File: config.mk
export PLATFORM = sky130hd
export DESIGN_NAME = afs_scaler
export DESIGN_NICKNAME = d
export VERILOG_FILES = /design/src/include/afs_pkg.sv /design/src/hdl/afs_sync.sv /design/src/hdl/afs_div.sv /design/src/hdl/afs_scaler.sv
export VERILOG_INCLUDE_DIRS = /design/src /design/src/include
export SDC_FILE = /design/constraint.sdc
export NUM_CORES = 2
export LEC_CHECK = 0
export BUFFER_PORTS_ARGS = -buffer_cell sky130_fd_sc_hd__buf_2
export CAP_MARGIN = 30
export CELL_PAD_IN_SITES_DETAIL_PLACEMENT = 0
export CELL_PAD_IN_SITES_GLOBAL_PLACEMENT = 1
export CORE_MARGIN = 2
export CORE_UTILIZATION = 37
export CTS_CLUSTER_SIZE = 10
export DETAILED_ROUTE_END_ITERATION = 8
export GPL_TIMING_DRIVEN = 0
export PLACE_DENSITY = 0.62
export SLEW_MARGIN = 20
export SYNTH_ARGS = -nofsm -noshare
export SYNTH_HDL_FRONTEND = slang
export SYNTH_SLANG_ARGS = --single-unit
export TNS_END_PERCENT = 20
File: constraint.sdc
create_clock -name SYS_CLK -period 17.5 [get_ports SYS_CLK]
set_input_delay 0.875 -clock SYS_CLK [delete_from_list [all_inputs] [get_ports SYS_CLK]]
set_output_delay 0.875 -clock SYS_CLK [all_outputs]
set_load 0.01 [all_outputs]
File: src/include/afs_map.svh
`ifndef AFS_MAP_SVH
`define AFS_MAP_SVH
// ==========================================
// Register offsets
`define AFS_A_T2_GF   8'h00
`define AFS_A_T4_GF   8'h04
`define AFS_A_T2_BF   8'h08
`define AFS_A_T2_BP   8'h0C
`define AFS_A_T2_GP   8'h10
`define AFS_A_T4_BF   8'h14
`define AFS_A_T4_BP   8'h18
`define AFS_A_T4_GP   8'h1C
`define AFS_A_CFG     8'h20
`define AFS_A_HSLIM   8'h24
`define AFS_A_ACCREF  8'h28
`define AFS_A_CAL     8'h2C
`define AFS_A_STAT    8'h30
// ==========================================
// Config bit positions
`define AFS_B_UNIT    0
`define AFS_B_T2_10V  1
`define AFS_B_T4_VOLT 2
`define AFS_B_T4_10V  3
`define AFS_B_T4_SEL  4
// ==========================================
// Reset values and limits (0.01 Hz, 0.1 %)
`define AFS_F_GAIN_RST 16'h1770
`define AFS_F_MAX      16'h9C40
`define AFS_F_HS_RST   16'h2EE0
`define AFS_P_T4B_RST  12'h0C8
`define AFS_P_GAIN_RST 12'h3E8
`define AFS_P_MAX      12'hBB8
`define AFS_P_MIN_GAP  12'h032
`define AFS_DIV_STEPS  5'h1C
`endif

File: src/include/afs_pkg.sv
// ==========================================
// Shared types
package afs_pkg;
  // Input range of a terminal
  typedef enum logic [1:0] {RNG_5V, RNG_10V, RNG_20MA} afs_rng_t;
  // Calibration method code
  typedef enum logic [1:0] {CAL_NONE, CAL_APPLIED, CAL_ENTERED, CAL_FREQ} afs_cal_t;
  // Conversion sequencer
  typedef enum logic [1:0] {ST_IDLE, ST_DIV, ST_OUT} afs_state_t;
endpackage : afs_pkg

File: src/hdl/afs_sync.sv
`timescale 1ns/1ps
// ==========================================
// Two-flop synchroniser for a pin level
module afs_sync (
  input  wire logic clk,
  input  wire logic rst_n,
  input  wire logic d,
  output logic      q
);
  logic meta_r; // First stage, read only by q

  // Plain shift through two flops
  always_ff @(posedge clk or negedge rst_n) begin
    if (!rst_n) begin
      meta_r <= 1'b0;
      q      <= 1'b0;
    end else begin
      meta_r <= d;
      q      <= meta_r;
    end
  end
endmodule : afs_sync

File: src/hdl/afs_div.sv
`timescale 1ns/1ps
`include "afs_map.svh"
// ==========================================
// Restoring divider, one quotient bit a clock
module afs_div (
  input  wire logic        clk,
  input  wire logic        rst_n,
  input  wire logic        start,
  input  wire logic [27:0] num,
  input  wire logic [11:0] den,
  output logic             done,
  output logic [27:0]      quo
);
  logic [11:0] rem_r; // Partial remainder
  logic [11:0] den_r; // Divisor held for the run
  logic [4:0]  cnt_r; // Steps left
  logic [12:0] sh;    // Shifted remainder

  assign sh = {rem_r, quo[27]};

  // Shift-subtract loop; done pulses on the last step
  always_ff @(posedge clk or negedge rst_n) begin
    if (!rst_n) begin
      rem_r <= 12'h000;
      den_r <= 12'h000;
      cnt_r <= 5'h00;
      quo   <= 28'h0000000;
      done  <= 1'b0;
    end else if (start) begin
      rem_r <= 12'h000;
      den_r <= den;
      cnt_r <= `AFS_DIV_STEPS;
      quo   <= num;
      done  <= 1'b0;
    end else if (cnt_r != 5'h00) begin
      cnt_r <= cnt_r - 5'h01;
      done  <= (cnt_r == 5'h01);
      if (sh >= {1'b0, den_r}) begin
        rem_r <= 12'(sh - {1'b0, den_r});
        quo   <= {quo[26:0], 1'b1};
      end else begin
        rem_r <= sh[11:0];
        quo   <= {quo[26:0], 1'b0};
      end
    end else begin
      done <= 1'b0;
    end
  end
endmodule : afs_div

File: src/hdl/afs_scaler.sv
`timescale 1ns/1ps
`include "afs_map.svh"
module afs_scaler (
  input  wire logic        SYS_CLK,
  input  wire logic        RST_N,
  input  wire logic [7:0]  ADDR,
  input  wire logic [31:0] WDATA,
  input  wire logic        WR,
  input  wire logic        RD,
  output logic      [31:0] RDATA,
  input  wire logic [11:0] T2_LEVEL,
  input  wire logic [11:0] T4_LEVEL,
  input  wire logic        START,
  output logic             RUN,
  output logic      [15:0] FREQ_CMD
);
  // ==========================================
  // Helpers
  // Stored 0.1 % to display units
  function automatic logic [15:0] to_disp(input logic [11:0] p, input afs_pkg::afs_rng_t r);
    unique case (r)
      afs_pkg::RNG_5V:  to_disp = {5'h00, p[11:1]};
      afs_pkg::RNG_10V: to_disp = {4'h0, p};
      default:          to_disp = {3'h0, p, 1'b0};
    endcase
  endfunction : to_disp

  // Display units back to 0.1 %, saturated
  function automatic logic [11:0] from_disp(input logic [15:0] v, input afs_pkg::afs_rng_t r);
    logic [16:0] w;
    w = 17'h00000;
    unique case (r)
      afs_pkg::RNG_5V:  w = {v, 1'b0};
      afs_pkg::RNG_10V: w = {1'b0, v};
      default:          w = {2'h0, v[15:1]};
    endcase
    from_disp = (w > {5'h00, `AFS_P_MAX}) ? `AFS_P_MAX : w[11:0];
  endfunction : from_disp

  // Frequency entry saturated at 400 Hz
  function automatic logic [15:0] sat_f(input logic [15:0] v);
    sat_f = (v > `AFS_F_MAX) ? `AFS_F_MAX : v;
  endfunction : sat_f

  // ==========================================
  // Registers
  logic [15:0] t2_gain_frequency_r;   // Gain freq, 0.01 Hz
  logic [15:0] t4_gain_frequency_r;
  logic [15:0] t2_bias_frequency_r;
  logic [15:0] t4_bias_frequency_r;
  logic [11:0] t2_bias_input_pct_r;   // Points, 0.1 %
  logic [11:0] t2_gain_input_pct_r;
  logic [11:0] t4_bias_input_pct_r;
  logic [11:0] t4_gain_input_pct_r;
  logic [4:0]  cfg_r;                 // Unit, ranges, select
  logic [15:0] high_speed_freq_limit_r;
  logic [15:0] accel_decel_ref_freq_r;
  logic        cal_err_r;             // Too-close entry seen
  logic        recal_r;               // T4 type changed
  logic        run_s;                 // Synchronised start

  afs_pkg::afs_rng_t rng2, rng4;      // Active ranges
  assign rng2 = cfg_r[`AFS_B_T2_10V] ? afs_pkg::RNG_10V : afs_pkg::RNG_5V;
  assign rng4 = !cfg_r[`AFS_B_T4_VOLT] ? afs_pkg::RNG_20MA :
                (cfg_r[`AFS_B_T4_10V] ? afs_pkg::RNG_10V : afs_pkg::RNG_5V);

  // ==========================================
  // Write decode: point and frequency requests
  afs_pkg::afs_cal_t cal_m;
  logic        pw_en;      // Point percent write
  logic        pw_t4;      // Terminal 4 target
  logic        pw_gain;    // Gain point target
  logic [11:0] pw_val;     // New point, 0.1 %
  logic [11:0] pw_other;   // Opposite point of same terminal
  logic        pw_ok;      // Gap wide enough
  logic        fw_en;      // Frequency write
  logic        fw_t4;
  logic        fw_gain;
  logic [15:0] fw_val;
  logic [11:0] gap;

  assign cal_m = afs_pkg::afs_cal_t'(WDATA[1:0]);

  // Requests from direct writes and from calibration
  always_comb begin
    pw_en   = 1'b0;
    pw_t4   = 1'b0;
    pw_gain = 1'b0;
    pw_val  = 12'h000;
    fw_en   = 1'b0;
    fw_t4   = 1'b0;
    fw_gain = 1'b0;
    fw_val  = sat_f(WDATA[15:0]);
    if (WR) begin
      unique case (ADDR)
        `AFS_A_T2_GF: begin fw_en = 1'b1; fw_gain = 1'b1; end
        `AFS_A_T4_GF: begin fw_en = 1'b1; fw_gain = 1'b1; fw_t4 = 1'b1; end
        `AFS_A_T2_BF: fw_en = 1'b1;
        `AFS_A_T4_BF: begin fw_en = 1'b1; fw_t4 = 1'b1; end
        `AFS_A_T2_BP, `AFS_A_T2_GP, `AFS_A_T4_BP, `AFS_A_T4_GP: begin
          pw_en   = 1'b1;
          pw_t4   = (ADDR == `AFS_A_T4_BP) || (ADDR == `AFS_A_T4_GP);
          pw_gain = (ADDR == `AFS_A_T2_GP) || (ADDR == `AFS_A_T4_GP);
          // Entry taken in the unit currently displayed
          pw_val  = cfg_r[`AFS_B_UNIT] ? from_disp(WDATA[15:0], pw_t4 ? rng4 : rng2)
                                       : from_disp(WDATA[15:0], afs_pkg::RNG_10V);
        end
        `AFS_A_CAL: begin
          // Applied input, entered value, or frequency only
          pw_t4   = WDATA[2];
          pw_gain = WDATA[3];
          fw_t4   = WDATA[2];
          fw_gain = WDATA[3];
          fw_val  = sat_f(WDATA[31:16]);
          unique case (cal_m)
            afs_pkg::CAL_APPLIED: begin
              pw_en  = 1'b1;
              pw_val = from_disp({4'h0, WDATA[2] ? T4_LEVEL : T2_LEVEL}, afs_pkg::RNG_10V);
            end
            afs_pkg::CAL_ENTERED: begin
              pw_en  = 1'b1;
              pw_val = cfg_r[`AFS_B_UNIT] ? from_disp(WDATA[31:16], WDATA[2] ? rng4 : rng2)
                                          : from_disp(WDATA[31:16], afs_pkg::RNG_10V);
            end
            afs_pkg::CAL_FREQ: fw_en = 1'b1;
            afs_pkg::CAL_NONE: ;
          endcase
        end
        default: ;
      endcase
    end
  end

  // Opposite point and distance check
  always_comb begin
    unique case ({pw_t4, pw_gain})
      2'b00:   pw_other = t2_gain_input_pct_r;
      2'b01:   pw_other = t2_bias_input_pct_r;
      2'b10:   pw_other = t4_gain_input_pct_r;
      default: pw_other = t4_bias_input_pct_r;
    endcase
    gap   = (pw_val > pw_other) ? (pw_val - pw_other) : (pw_other - pw_val);
    pw_ok = (gap >= `AFS_P_MIN_GAP);
  end

  // ==========================================
  // Point percentages; a rejected entry keeps the old value
  always_ff @(posedge SYS_CLK or negedge RST_N) begin
    if (!RST_N) begin
      t2_bias_input_pct_r <= 12'h000;
      t2_gain_input_pct_r <= `AFS_P_GAIN_RST;
      t4_bias_input_pct_r <= `AFS_P_T4B_RST;
      t4_gain_input_pct_r <= `AFS_P_GAIN_RST;
    end else if (pw_en && pw_ok) begin
      unique case ({pw_t4, pw_gain})
        2'b00:   t2_bias_input_pct_r <= pw_val;
        2'b01:   t2_gain_input_pct_r <= pw_val;
        2'b10:   t4_bias_input_pct_r <= pw_val;
        default: t4_gain_input_pct_r <= pw_val;
      endcase
    end
  end

  // Point frequencies; only the addressed one moves
  always_ff @(posedge SYS_CLK or negedge RST_N) begin
    if (!RST_N) begin
      t2_gain_frequency_r <= `AFS_F_GAIN_RST;
      t4_gain_frequency_r <= `AFS_F_GAIN_RST;
      t2_bias_frequency_r <= 16'h0000;
      t4_bias_frequency_r <= 16'h0000;
    end else if (fw_en) begin
      unique case ({fw_t4, fw_gain})
        2'b00:   t2_bias_frequency_r <= fw_val;
        2'b01:   t2_gain_frequency_r <= fw_val;
        2'b10:   t4_bias_frequency_r <= fw_val;
        default: t4_gain_frequency_r <= fw_val;
      endcase
    end
  end

  // Config, high-speed limit and accel reference; point writes never touch these
  always_ff @(posedge SYS_CLK or negedge RST_N) begin
    if (!RST_N) begin
      cfg_r                   <= 5'h00;
      high_speed_freq_limit_r <= `AFS_F_HS_RST;
      accel_decel_ref_freq_r  <= `AFS_F_GAIN_RST;
    end else if (WR) begin
      if (ADDR == `AFS_A_CFG)
        cfg_r <= WDATA[4:0];
      if (ADDR == `AFS_A_HSLIM)
        high_speed_freq_limit_r <= sat_f(WDATA[15:0]);
      if (ADDR == `AFS_A_ACCREF)
        accel_decel_ref_freq_r <= sat_f(WDATA[15:0]);
    end
  end

  // Sticky flags; a new event beats a clear in the same cycle
  always_ff @(posedge SYS_CLK or negedge RST_N) begin
    if (!RST_N) begin
      cal_err_r <= 1'b0;
      recal_r   <= 1'b0;
    end else begin
      if (pw_en && !pw_ok)
        cal_err_r <= 1'b1;
      else if (WR && ADDR == `AFS_A_STAT && WDATA[0])
        cal_err_r <= 1'b0;
      if (WR && ADDR == `AFS_A_CFG && WDATA[`AFS_B_T4_VOLT] != cfg_r[`AFS_B_T4_VOLT])
        recal_r <= 1'b1;
      else if (pw_en && pw_ok && pw_t4)
        recal_r <= 1'b0;
    end
  end

  // ==========================================
  // Read port; data stands only in the cycle after the strobe
  always_ff @(posedge SYS_CLK or negedge RST_N) begin
    if (!RST_N) begin
      RDATA <= 32'h00000000;
    end else if (!RD) begin
      RDATA <= 32'h00000000;
    end else begin
      unique case (ADDR)
        `AFS_A_T2_GF:  RDATA <= {16'h0000, t2_gain_frequency_r};
        `AFS_A_T4_GF:  RDATA <= {16'h0000, t4_gain_frequency_r};
        `AFS_A_T2_BF:  RDATA <= {16'h0000, t2_bias_frequency_r};
        `AFS_A_T4_BF:  RDATA <= {16'h0000, t4_bias_frequency_r};
        `AFS_A_T2_BP:  RDATA <= {16'h0000, cfg_r[`AFS_B_UNIT] ? to_disp(t2_bias_input_pct_r, rng2)
                                                           : {4'h0, t2_bias_input_pct_r}};
        `AFS_A_T2_GP:  RDATA <= {16'h0000, cfg_r[`AFS_B_UNIT] ? to_disp(t2_gain_input_pct_r, rng2)
                                                           : {4'h0, t2_gain_input_pct_r}};
        `AFS_A_T4_BP:  RDATA <= {16'h0000, cfg_r[`AFS_B_UNIT] ? to_disp(t4_bias_input_pct_r, rng4)
                                                           : {4'h0, t4_bias_input_pct_r}};
        `AFS_A_T4_GP:  RDATA <= {16'h0000, cfg_r[`AFS_B_UNIT] ? to_disp(t4_gain_input_pct_r, rng4)
                                                           : {4'h0, t4_gain_input_pct_r}};
        `AFS_A_CFG:    RDATA <= {27'h0000000, cfg_r};
        `AFS_A_HSLIM:  RDATA <= {16'h0000, high_speed_freq_limit_r};
        `AFS_A_ACCREF: RDATA <= {16'h0000, accel_decel_ref_freq_r};
        `AFS_A_STAT:   RDATA <= {FREQ_CMD, 13'h0000, run_s, recal_r, cal_err_r};
        default:       RDATA <= 32'h00000000; // Unmapped reads zero
      endcase
    end
  end

  // ==========================================
  // Start pin and run output
  afs_sync u_start (
    .clk   (SYS_CLK),
    .rst_n (RST_N),
    .d     (START),
    .q     (run_s)
  );
  // Run follows start alone; the command already holds the bias frequency
  always_ff @(posedge SYS_CLK or negedge RST_N) begin
    if (!RST_N)
      RUN <= 1'b0;
    else
      RUN <= run_s;
  end

  // ==========================================
  // Conversion: f = fb + (fg - fb) * (x - xb) / (xg - xb)
  afs_pkg::afs_state_t st_r;
  logic               sel4;
  logic signed [12:0] xd, den;   // Input and span offsets
  logic signed [16:0] fd;        // Frequency span
  logic        [27:0] num;       // |fd| * |xd|
  logic        [27:0] quo;
  logic               div_go, div_done;
  logic               neg_r;     // Sign of the slope term
  logic        [15:0] fb_r;      // Bias frequency held for the run
  logic signed [29:0] res;

  assign sel4 = cfg_r[`AFS_B_T4_SEL];
  assign xd   = sel4 ? 13'(signed'({1'b0, T4_LEVEL}) - signed'({1'b0, t4_bias_input_pct_r}))
                     : 13'(signed'({1'b0, T2_LEVEL}) - signed'({1'b0, t2_bias_input_pct_r}));
  assign den  = sel4 ? 13'(signed'({1'b0, t4_gain_input_pct_r}) - signed'({1'b0, t4_bias_input_pct_r}))
                     : 13'(signed'({1'b0, t2_gain_input_pct_r}) - signed'({1'b0, t2_bias_input_pct_r}));
  assign fd   = sel4 ? 17'(signed'({1'b0, t4_gain_frequency_r}) - signed'({1'b0, t4_bias_frequency_r}))
                     : 17'(signed'({1'b0, t2_gain_frequency_r}) - signed'({1'b0, t2_bias_frequency_r}));
  assign num  = 28'((fd[16] ? 17'(-fd) : fd) * (xd[12] ? 13'(-xd) : xd));
  assign div_go = (st_r == afs_pkg::ST_IDLE) && (den != 13'sh0000);
  assign res  = neg_r ? 30'(signed'({14'h0000, fb_r}) - signed'({2'h0, quo}))
                      : 30'(signed'({14'h0000, fb_r}) + signed'({2'h0, quo}));

  afs_div u_div (
    .clk   (SYS_CLK),
    .rst_n (RST_N),
    .start (div_go),
    .num   (num),
    .den   (12'(den[12] ? 13'(-den) : den)),
    .done  (div_done),
    .quo   (quo)
  );

  // Sequencer: recompute continuously; a zero span holds the last command
  always_ff @(posedge SYS_CLK or negedge RST_N) begin
    if (!RST_N) begin
      st_r  <= afs_pkg::ST_IDLE;
      neg_r <= 1'b0;
      fb_r  <= 16'h0000;
    end else begin
      unique case (st_r)
        afs_pkg::ST_IDLE: if (div_go) begin
          neg_r <= fd[16] ^ xd[12] ^ den[12];
          fb_r  <= sel4 ? t4_bias_frequency_r : t2_bias_frequency_r;
          st_r  <= afs_pkg::ST_DIV;
        end
        afs_pkg::ST_DIV:  if (div_done) st_r <= afs_pkg::ST_OUT;
        afs_pkg::ST_OUT:  st_r <= afs_pkg::ST_IDLE;
        default:          st_r <= afs_pkg::ST_IDLE;
      endcase
    end
  end

  // Clamp extrapolation below zero and above the high-speed limit
  always_ff @(posedge SYS_CLK or negedge RST_N) begin
    if (!RST_N)
      FREQ_CMD <= 16'h0000;
    else if (st_r == afs_pkg::ST_OUT) begin
      if (res[29])
        FREQ_CMD <= 16'h0000;
      else if (res > signed'({14'h0000, high_speed_freq_limit_r}))
        FREQ_CMD <= high_speed_freq_limit_r;
      else
        FREQ_CMD <= res[15:0];
    end
  end

  // ==========================================
  // Checks
  cmd_limit_a: assert property (@(posedge SYS_CLK) disable iff (!RST_N)
    (st_r == afs_pkg::ST_OUT) |=> FREQ_CMD <= $past(high_speed_freq_limit_r))
    else $error("command above high-speed limit");
  freq_range_a: assert property (@(posedge SYS_CLK) disable iff (!RST_N)
    (WR && ADDR == `AFS_A_T2_GF) |=> t2_gain_frequency_r <= `AFS_F_MAX)
    else $error("gain frequency beyond 400 Hz");
  pct_range_a: assert property (@(posedge SYS_CLK) disable iff (!RST_N)
    t4_gain_input_pct_r <= `AFS_P_MAX && t2_bias_input_pct_r <= `AFS_P_MAX)
    else $error("point beyond 300 percent");
  gain_only_a: assert property (@(posedge SYS_CLK) disable iff (!RST_N)
    (WR && ADDR == `AFS_A_T2_GF) |=> $stable(t2_bias_input_pct_r) && $stable(t2_gain_input_pct_r)
      && $stable(t2_bias_frequency_r))
    else $error("gain frequency write moved another point");
  accref_keep_a: assert property (@(posedge SYS_CLK) disable iff (!RST_N)
    (WR && (ADDR == `AFS_A_T2_GP || ADDR == `AFS_A_T4_GP)) |=> $stable(accel_decel_ref_freq_r))
    else $error("gain point write moved accel reference");
  close_reject_a: assert property (@(posedge SYS_CLK) disable iff (!RST_N)
    (pw_en && !pw_ok && !pw_t4 && !pw_gain) |=> cal_err_r && $stable(t2_bias_input_pct_r))
    else $error("close point not rejected");
  disp_pct_a: assert property (@(posedge SYS_CLK) disable iff (!RST_N)
    (RD && ADDR == `AFS_A_T2_GP && !cfg_r[`AFS_B_UNIT] && !WR)
      |=> RDATA == {20'h00000, $past(t2_gain_input_pct_r)})
    else $error("percent readback wrong");
  div_time_a: assert property (@(posedge SYS_CLK) disable iff (!RST_N)
    div_go |-> ##30 (st_r == afs_pkg::ST_OUT))
    else $error("conversion took wrong time");
  bias_out_a: assert property (@(posedge SYS_CLK) disable iff (!RST_N)
    (st_r == afs_pkg::ST_OUT && quo == 28'h0000000 && fb_r <= high_speed_freq_limit_r)
      |=> FREQ_CMD == $past(fb_r))
    else $error("bias frequency not commanded");
endmodule : afs_scaler

Word level (Yosys, flattened, before mapping)
Index checks and enable logic that the tools add are counted.
{ "word_totals": {"ff_bits": 279, "latchBits": 0, "mem_bits_rw": 0, "romBits": 0, "inputBits": 69, "wordCells": 218, "mem_count": 0} }
{ "classes": {"add_sub_neg": 15, "multipliers": 1, "div": 0, "order_cmp": 11, "eq_ne": 29, "n_shift": 0, "muxes": 88, "bitwise": 4, "reduce_logical": 44} }
{ "op_table": {"columns": ["operator", "count"], "rows": [
  ["32-bit case mux with 12 select lines", 1],
  ["17-bit 2-to-1 mux", 14],
  ["16-bit 2-to-1 mux", 11],
  ["12-bit 2-to-1 mux", 14],
  ["28-bit 2-to-1 mux", 4],
  ["13-bit case mux with 2 select lines", 4],
  ["17-bit by 12-bit > comparator with 1-bit output (second input constant)", 5],
  ["17-bit case mux with 2 select lines", 2],
  ["12-bit by 12-bit subtractor with 13-bit output", 4],
  ["12-bit case mux with 2 select lines", 2],
  ["8-bit by 6-bit == test with 1-bit output (second input constant)", 5],
  ["12-bit case mux with 3 select lines", 1],
  ["12-bit subtractor", 3],
  ["16-bit by 16-bit subtractor with 17-bit output", 2],
  ["8-bit by 5-bit == test with 1-bit output (second input constant)", 4],
  ["16-bit > comparator (second input constant)", 2],
  ["32-bit 2-to-1 mux", 1],
  ["30-bit by 17-bit > comparator with 1-bit output", 1],
  ["30-bit 2-to-1 mux", 1],
  ["16-bit by 28-bit adder with 29-bit output", 1],
  ["16-bit by 28-bit subtractor with 29-bit output", 1],
  ["28-bit by 28-bit multiplier with 28-bit output", 1],
  ["13-bit 2-to-1 mux", 2],
  ["2-bit AND reduction", 13],
  ["other kinds (34)", 93]
]} }

Logic depth before layout (Yosys ltp)
{ "depth": {"ltp_word": 21, "ltp_mapped": 44, "ltp_nobuf": 42} }

Hierarchy
Synthesis repeated with hierarchy kept, for this count alone.
{ "hier_totals": {"hier_cells": 4103, "hier_area_um2": 34428.0} }
{ "by_module_without_submodules": {"columns": ["mod", "instances", "cells_each", "area_per_inst_um2", "seq_area_each_um2"], "rows": [
  ["afs_scaler", 1, 3760, 31109.8, 5534.1],
  ["afs_div", 1, 341, 3268.1, 1451.4],
  ["afs_sync", 1, 2, 50.0, 50.0]
]} }

Worst setup path after synthesis
Ideal clock, no wire load.
{ "synth_path": {"kind": "input -> register", "startpoint": "input T4_LEVEL[0]", "endpoint": "register u_div.quo[27]", "setup_ns": 0.131, "arrival_ns": 9.763, "required_time_ns": 17.369, "setup_slack_ns": 7.606, "cell_stages": 41, "path_cell_list": "inv_1 -> ha_1 -> fa_1 -> nor2b_1 -> o31a_1 -> o22ai_1 -> o21ai_1 -> a211oi_1 -> nor3b_1 -> clkbuf_1 -> nor2_1 -> xnor2_1 -> nand2b_1 -> fa_1 -> inv_1 -> fa_1 -> ha_1 -> inv_1 -> (+5 left out) -> fa_1 -> inv_1 -> ha_1 -> fa_1 -> a21o_1 -> a21oi_1 -> o21bai_1 -> a21o_1 -> a21oi_1 -> o22ai_1 -> o41a_1 -> a211o_1 -> o21ai_0 -> nand2b_1 -> a21oi_1 -> o21ai_0 -> xnor2_1 -> mux2i_1"} }
{ "synth_via": {"elab_chain_len": 6} }
{ "synth_rtl": {"columns": ["item", "line", "source"], "rows": [
  ["start, declared", "afs_scaler.sv:12", "input wire logic [11:0] T4_LEVEL,"],
  ["12-bit by 12-bit subtractor with 13-bit output (*)", "afs_scaler.sv:274", "assign xd = sel4 ? 13'(signed'({1'b0, T4_LEVEL}) - signed'({1'b0, t4_bias_input_pct_r}))"],
  ["13-bit 2-to-1 mux (*)", "afs_scaler.sv:274", null],
  ["13-bit negation", "afs_scaler.sv:280", "assign num = 28'((fd[16] ? 17'(-fd) : fd) * (xd[12] ? 13'(-xd) : xd));"],
  ["28-bit 2-to-1 mux (*)", "afs_scaler.sv:280", null],
  ["28-bit by 28-bit multiplier with 28-bit output (*)", "afs_scaler.sv:280", null],
  ["28-bit 2-to-1 mux (*)", "afs_div.sv:29", "end else if (start) begin"],
  ["end signal, assigned", "afs_div.sv:33", "quo <= num;"],
  ["end signal, assigned", "afs_div.sv:40", "quo <= {quo[26:0], 1'b1};"],
  ["end signal, assigned", "afs_div.sv:43", "quo <= {quo[26:0], 1'b0};"],
  ["end, declared", "afs_div.sv:12", "output logic [27:0] quo"]
]} }
Every way passes the cells marked *; elsewhere a longest branch is shown, timed or not.
A chain may end at the register's enable or synchronous reset.

Final worst setup path
{ "layout_path": {"startpoint": "register cfg_r[4]", "endpoint": "register u_div.quo[27]"} }
{ "layout_via": {"elab_chain_len": 5, "word_cells_on_any_way": 12, "cone_classes": "2 x add/sub; 1 x mul; 6 x mux; 3 x reduce/logical"} }
{ "layout_rtl": {"columns": ["item", "line", "source"], "rows": [
  ["start, declared", "afs_scaler.sv:55", "logic [4:0] cfg_r;"],
  ["start signal, assigned", "afs_scaler.sv:189", "cfg_r <= WDATA[4:0];"],
  ["17-bit 2-to-1 mux or 13-bit 2-to-1 mux (tied branches)", "afs_scaler.sv:278, afs_scaler.sv:274", null],
  ["17-bit negation or 13-bit negation (tied branches)", "afs_scaler.sv:280", null],
  ["28-bit 2-to-1 mux", "afs_scaler.sv:280", null],
  ["28-bit by 28-bit multiplier with 28-bit output", "afs_scaler.sv:280", null],
  ["28-bit 2-to-1 mux", "afs_div.sv:29", null]
]} }
Several ways; a longest one is shown, not always the timed one.

==> impl_metrics.sql <==
INSERT INTO impl_metrics (metric_group, metric, value, unit) VALUES
('critical_path', 'timing.critical_path.required', '17.92', 'ns'),
('finish', 'final_net_count', '4804', ''),
('critical_path', 'r2r_cells', '41', ''),
('finish', 'multi_input_gate_area', '24600', 'um^2'),
('grt', 'grt.met2_usage', '0.445', ''),
('detailed_routing', 'drt-initial-drc-count', '2304', ''),
('status', 'run_status', 'finished, final reports clean', ''),
('synth', 'ys.warnings.count', '0', ''),
('timing', 'final.min_clock_period', '12.79', 'ns'),
('detailed_routing', 'antenna_left', '0', ''),
('place', 'globalplace.congestion', '0.918', ''),
('timing', 'worst_clock_skew', '0.0204', 'ns'),
('timing', 'timing.slew.headroom', '0.210', ''),
('clock_network', 'clock_sinks', '279', ''),
('floorplanning', 'die_height', '308', 'um'),
('synth', 'yosysSeqAreaShare', '0.206', ''),
('timing', 'finalMaxSlewViolations', '0', ''),
('critical_path', 'critical-path-slowest-cell', 'sky130_fd_sc_hd__clkbuf_1', ''),
('finish', 'layout_overhead_on_the_synthesized_area', '9.69', '%'),
('finish', 'seq_area', '7040', 'um^2'),
('synth', 'syn_area_per_cell', '8.54', 'um^2'),
('clock_network', 'max-clock-path-buffers', '3', ''),
('critical_path', 'worstSetupEndpointType', 'flip-flop', ''),
('grt', 'grt_start_max_net_pins', '81', ''),
('synth', 'post_synth_most_frequent_cells', 'sky130_fd_sc_hd__inv_1 (501), sky130_fd_sc_hd__nand2_1 (421), sky130_fd_sc_hd__nor2_1 (322), sky130_fd_sc_hd__ha_1 (300), sky130_fd_sc_hd__o21ai_0 (289)', ''),
('detailed_routing', 'post_drt_wl_per_cell', '23.7', 'um'),
('critical_path', 'cpPeakStageDelay', '0.76', 'ns'),
('hold_path', 'hold_class', 'in2async', ''),
('critical_path', 'launching_point_of_the_worst_reg2reg_path', 'cfg_r[4]', ''),
('floorplanning', 'die_area', '94800', 'um^2'),
('finish', 'final_layout_size_suffix_gt1_frac', '0.0865', ''),
('synth', 'ys_async_sr_fraction', '1.00', ''),
('floorplanning', 'placeableCoreArea', '91700', 'um^2'),
('timing', 'layout_worst_path_cycle_share', '0.731', ''),
('synth', 'synth_edf_count', '0', ''),
('critical_path', 'worst_setup_path_startpoint', 'cfg_r[4]', ''),
('floorplanning', 'initial_utilization', '0.373', ''),
('detailed_routing', 'drcViolationCount', '0', ''),
('synth', 'mappedNetlistArea', '34200', 'um^2'),
('clock_network', 'cts.repair_timing.setup_buffer_count', '0', ''),
('timing', 'setup-tns-final', '0', 'ns'),
('clock_network', 'cts_hold_buf', '0', ''),
('synth', 'synth-main-ff-cell', 'sky130_fd_sc_hd__dfrtp_1', ''),
('place', 'io_buffers', '97', ''),
('grt', 'grt_overflow', '0', ''),
('grt', 'grt_first_pass_wirelength', '192000', 'um'),
('timing', 'final-hold-violation-count', '0', ''),
('synth', 'yosysUniqueCellTypes', '97', ''),
('grt', 'grt_use_total', '0.269', ''),
('critical_path', 'timing.critical_path.arrival', '13.21', 'ns'),
('clock_network', 'cts_buffers', '35', ''),
('timing', 'timing_worst_slew_pin_value', '1.17', 'ns'),
('critical_path', 'setup.worst_path.start_class', 'flip-flop', ''),
('finish', 'final.fill_count', '9563', ''),
('critical_path', 'worst-setup-path-type', 'reg2reg', ''),
('grt', 'top_usage_layer', 'met2', ''),
('timing', 'setup_viol', '0', ''),
('job', 'maxCapViolCount', '0', ''),
('place', 'dp_hpwl', '105000', 'um'),
('timing', 'rsz0062_at_grt', 'no', ''),
('clock_network', 'h-tree-depth', '2', ''),
('clock_network', 'ctsResizeCount', '0', ''),
('floorplanning', 'io_pins', '118', ''),
('synth', 'synth.area.top_cells', 'sky130_fd_sc_hd__dfrtp_1 (17%), sky130_fd_sc_hd__fa_1 (16%), sky130_fd_sc_hd__ha_1 (11%), sky130_fd_sc_hd__inv_1 (5.5%), sky130_fd_sc_hd__nand2_1 (4.6%)', ''),
('detailed_routing', 'detail_route.first_pass.iterations', '5', ''),
('timing', 'fmaxAchievable', '0.0782', 'GHz'),
('synth', 'cells_after_synth', '4004', ''),
('synth', 'synth_largest_type_area_fraction', '0.173', ''),
('clock_network', 'cts.reportedPaths.clkPinSlew', '0.06', 'ns'),
('synth', 'yosysMostFrequentCell', 'sky130_fd_sc_hd__inv_1', ''),
('detailed_routing', 'route.vias.total', '30000', '');
==> metrics by stage <==
stage                util  cells  area (um^2)  setup slack (ns)  hold WS (ns)
global route        0.409   5369        37500              4.20         0.353
detailed placement  0.397   5302        36400              4.72         0.342
CTS                 0.409   5364        37500              4.69         0.319
finish              0.409   5371        37500              4.71         0.320
floorplan               -   4004        34200              7.61         0.331
global placement    0.394   5287        36200              4.70         0.335
==> final cells by class <==
cell class,instances,share of cell area
diodes,2,0.000133
plain buffers,174,0.0184
clock buffers,56,0.0263
clock inverters,6,0.00187
inverters,504,0.0505
multi-input cells,3047,0.657
flip-flops and latches,279,0.188
well taps,1186,0.0396
repair buffers,117,0.0189
==> final timing paths <==
| check | to | slack, ns |
|---|---|---|
| worst max-delay path | u_div.quo[27] | 4.71 |
| worst min-delay path | FREQ_CMD[14] | 0.32 |
| worst max register to register | u_div.quo[27] | 4.71 |
| worst min register to register | u_start.q | 0.35 |
| max in group asynchronous | t4_gain_input_pct_r[3] | 15.97 |
| min in group SYS_CLK | u_start.q | 0.35 |
==> critical path: cells and delay by family (launching register included) <==
| kind | cells | cell delay, ns |
|---|---|---|
| buffers and inverters | 14 | 4.02 |
| DFF | 1 | 0.32 |
| adders and majority gates | 9 | 3.51 |
| xor gates and xnor gates | 2 | 1.29 |
| muxes | 1 | 0.14 |
| AOI/OAI and AO/OA | 13 | 3.01 |
| and+or+nand+nor | 2 | 0.33 |
==> cells in the final DEF (no fill, tap or decap), drive strengths merged, types with 56 or more instances in the layout <==
cell and count:
nand2b 67, nand2 421, nor2 324, dfrtp 236, mux2 68, inv 505
mux2i 137, buf 147, nand3 56, fa 277, ha 300, xnor2 106
o21ai 295, clkbuf 200, xor2 63, a21oi 214
==> state kept, by name (all words and copies together) (netlist names), 16 cells and up <==
signal	flops
t2_gain_frequency_r	16
RDATA	32
fb_r	16
FREQ_CMD	16
t4_bias_frequency_r	16
high_speed_freq_limit_r	16
u_div.quo	28
t2_bias_frequency_r	16
accel_decel_ref_freq_r	16
t4_gain_frequency_r	16
==> kinds of logic after synthesis <==
group                      Yosys count  share of synthesized area
DFF                                279                      0.206
muxes                              217                     0.0709
xor gates and xnor gates           170                     0.0446
and+or+nand+nor                   1131                      0.151
AOI/OAI and AO/OA                  952                      0.180
adders and majority gates          577                      0.272
buffers and inverters              678                     0.0755
==> per-layer routing <==
metal  share of wire  routed length [um]
met5               0                   0
met4           0.033                4190
met3           0.041                5180
met2            0.47               59600
met1            0.46               58100
Power is not shown: default switching activity piles up to over one toggle a cycle in this logic, so the estimate is an artifact.
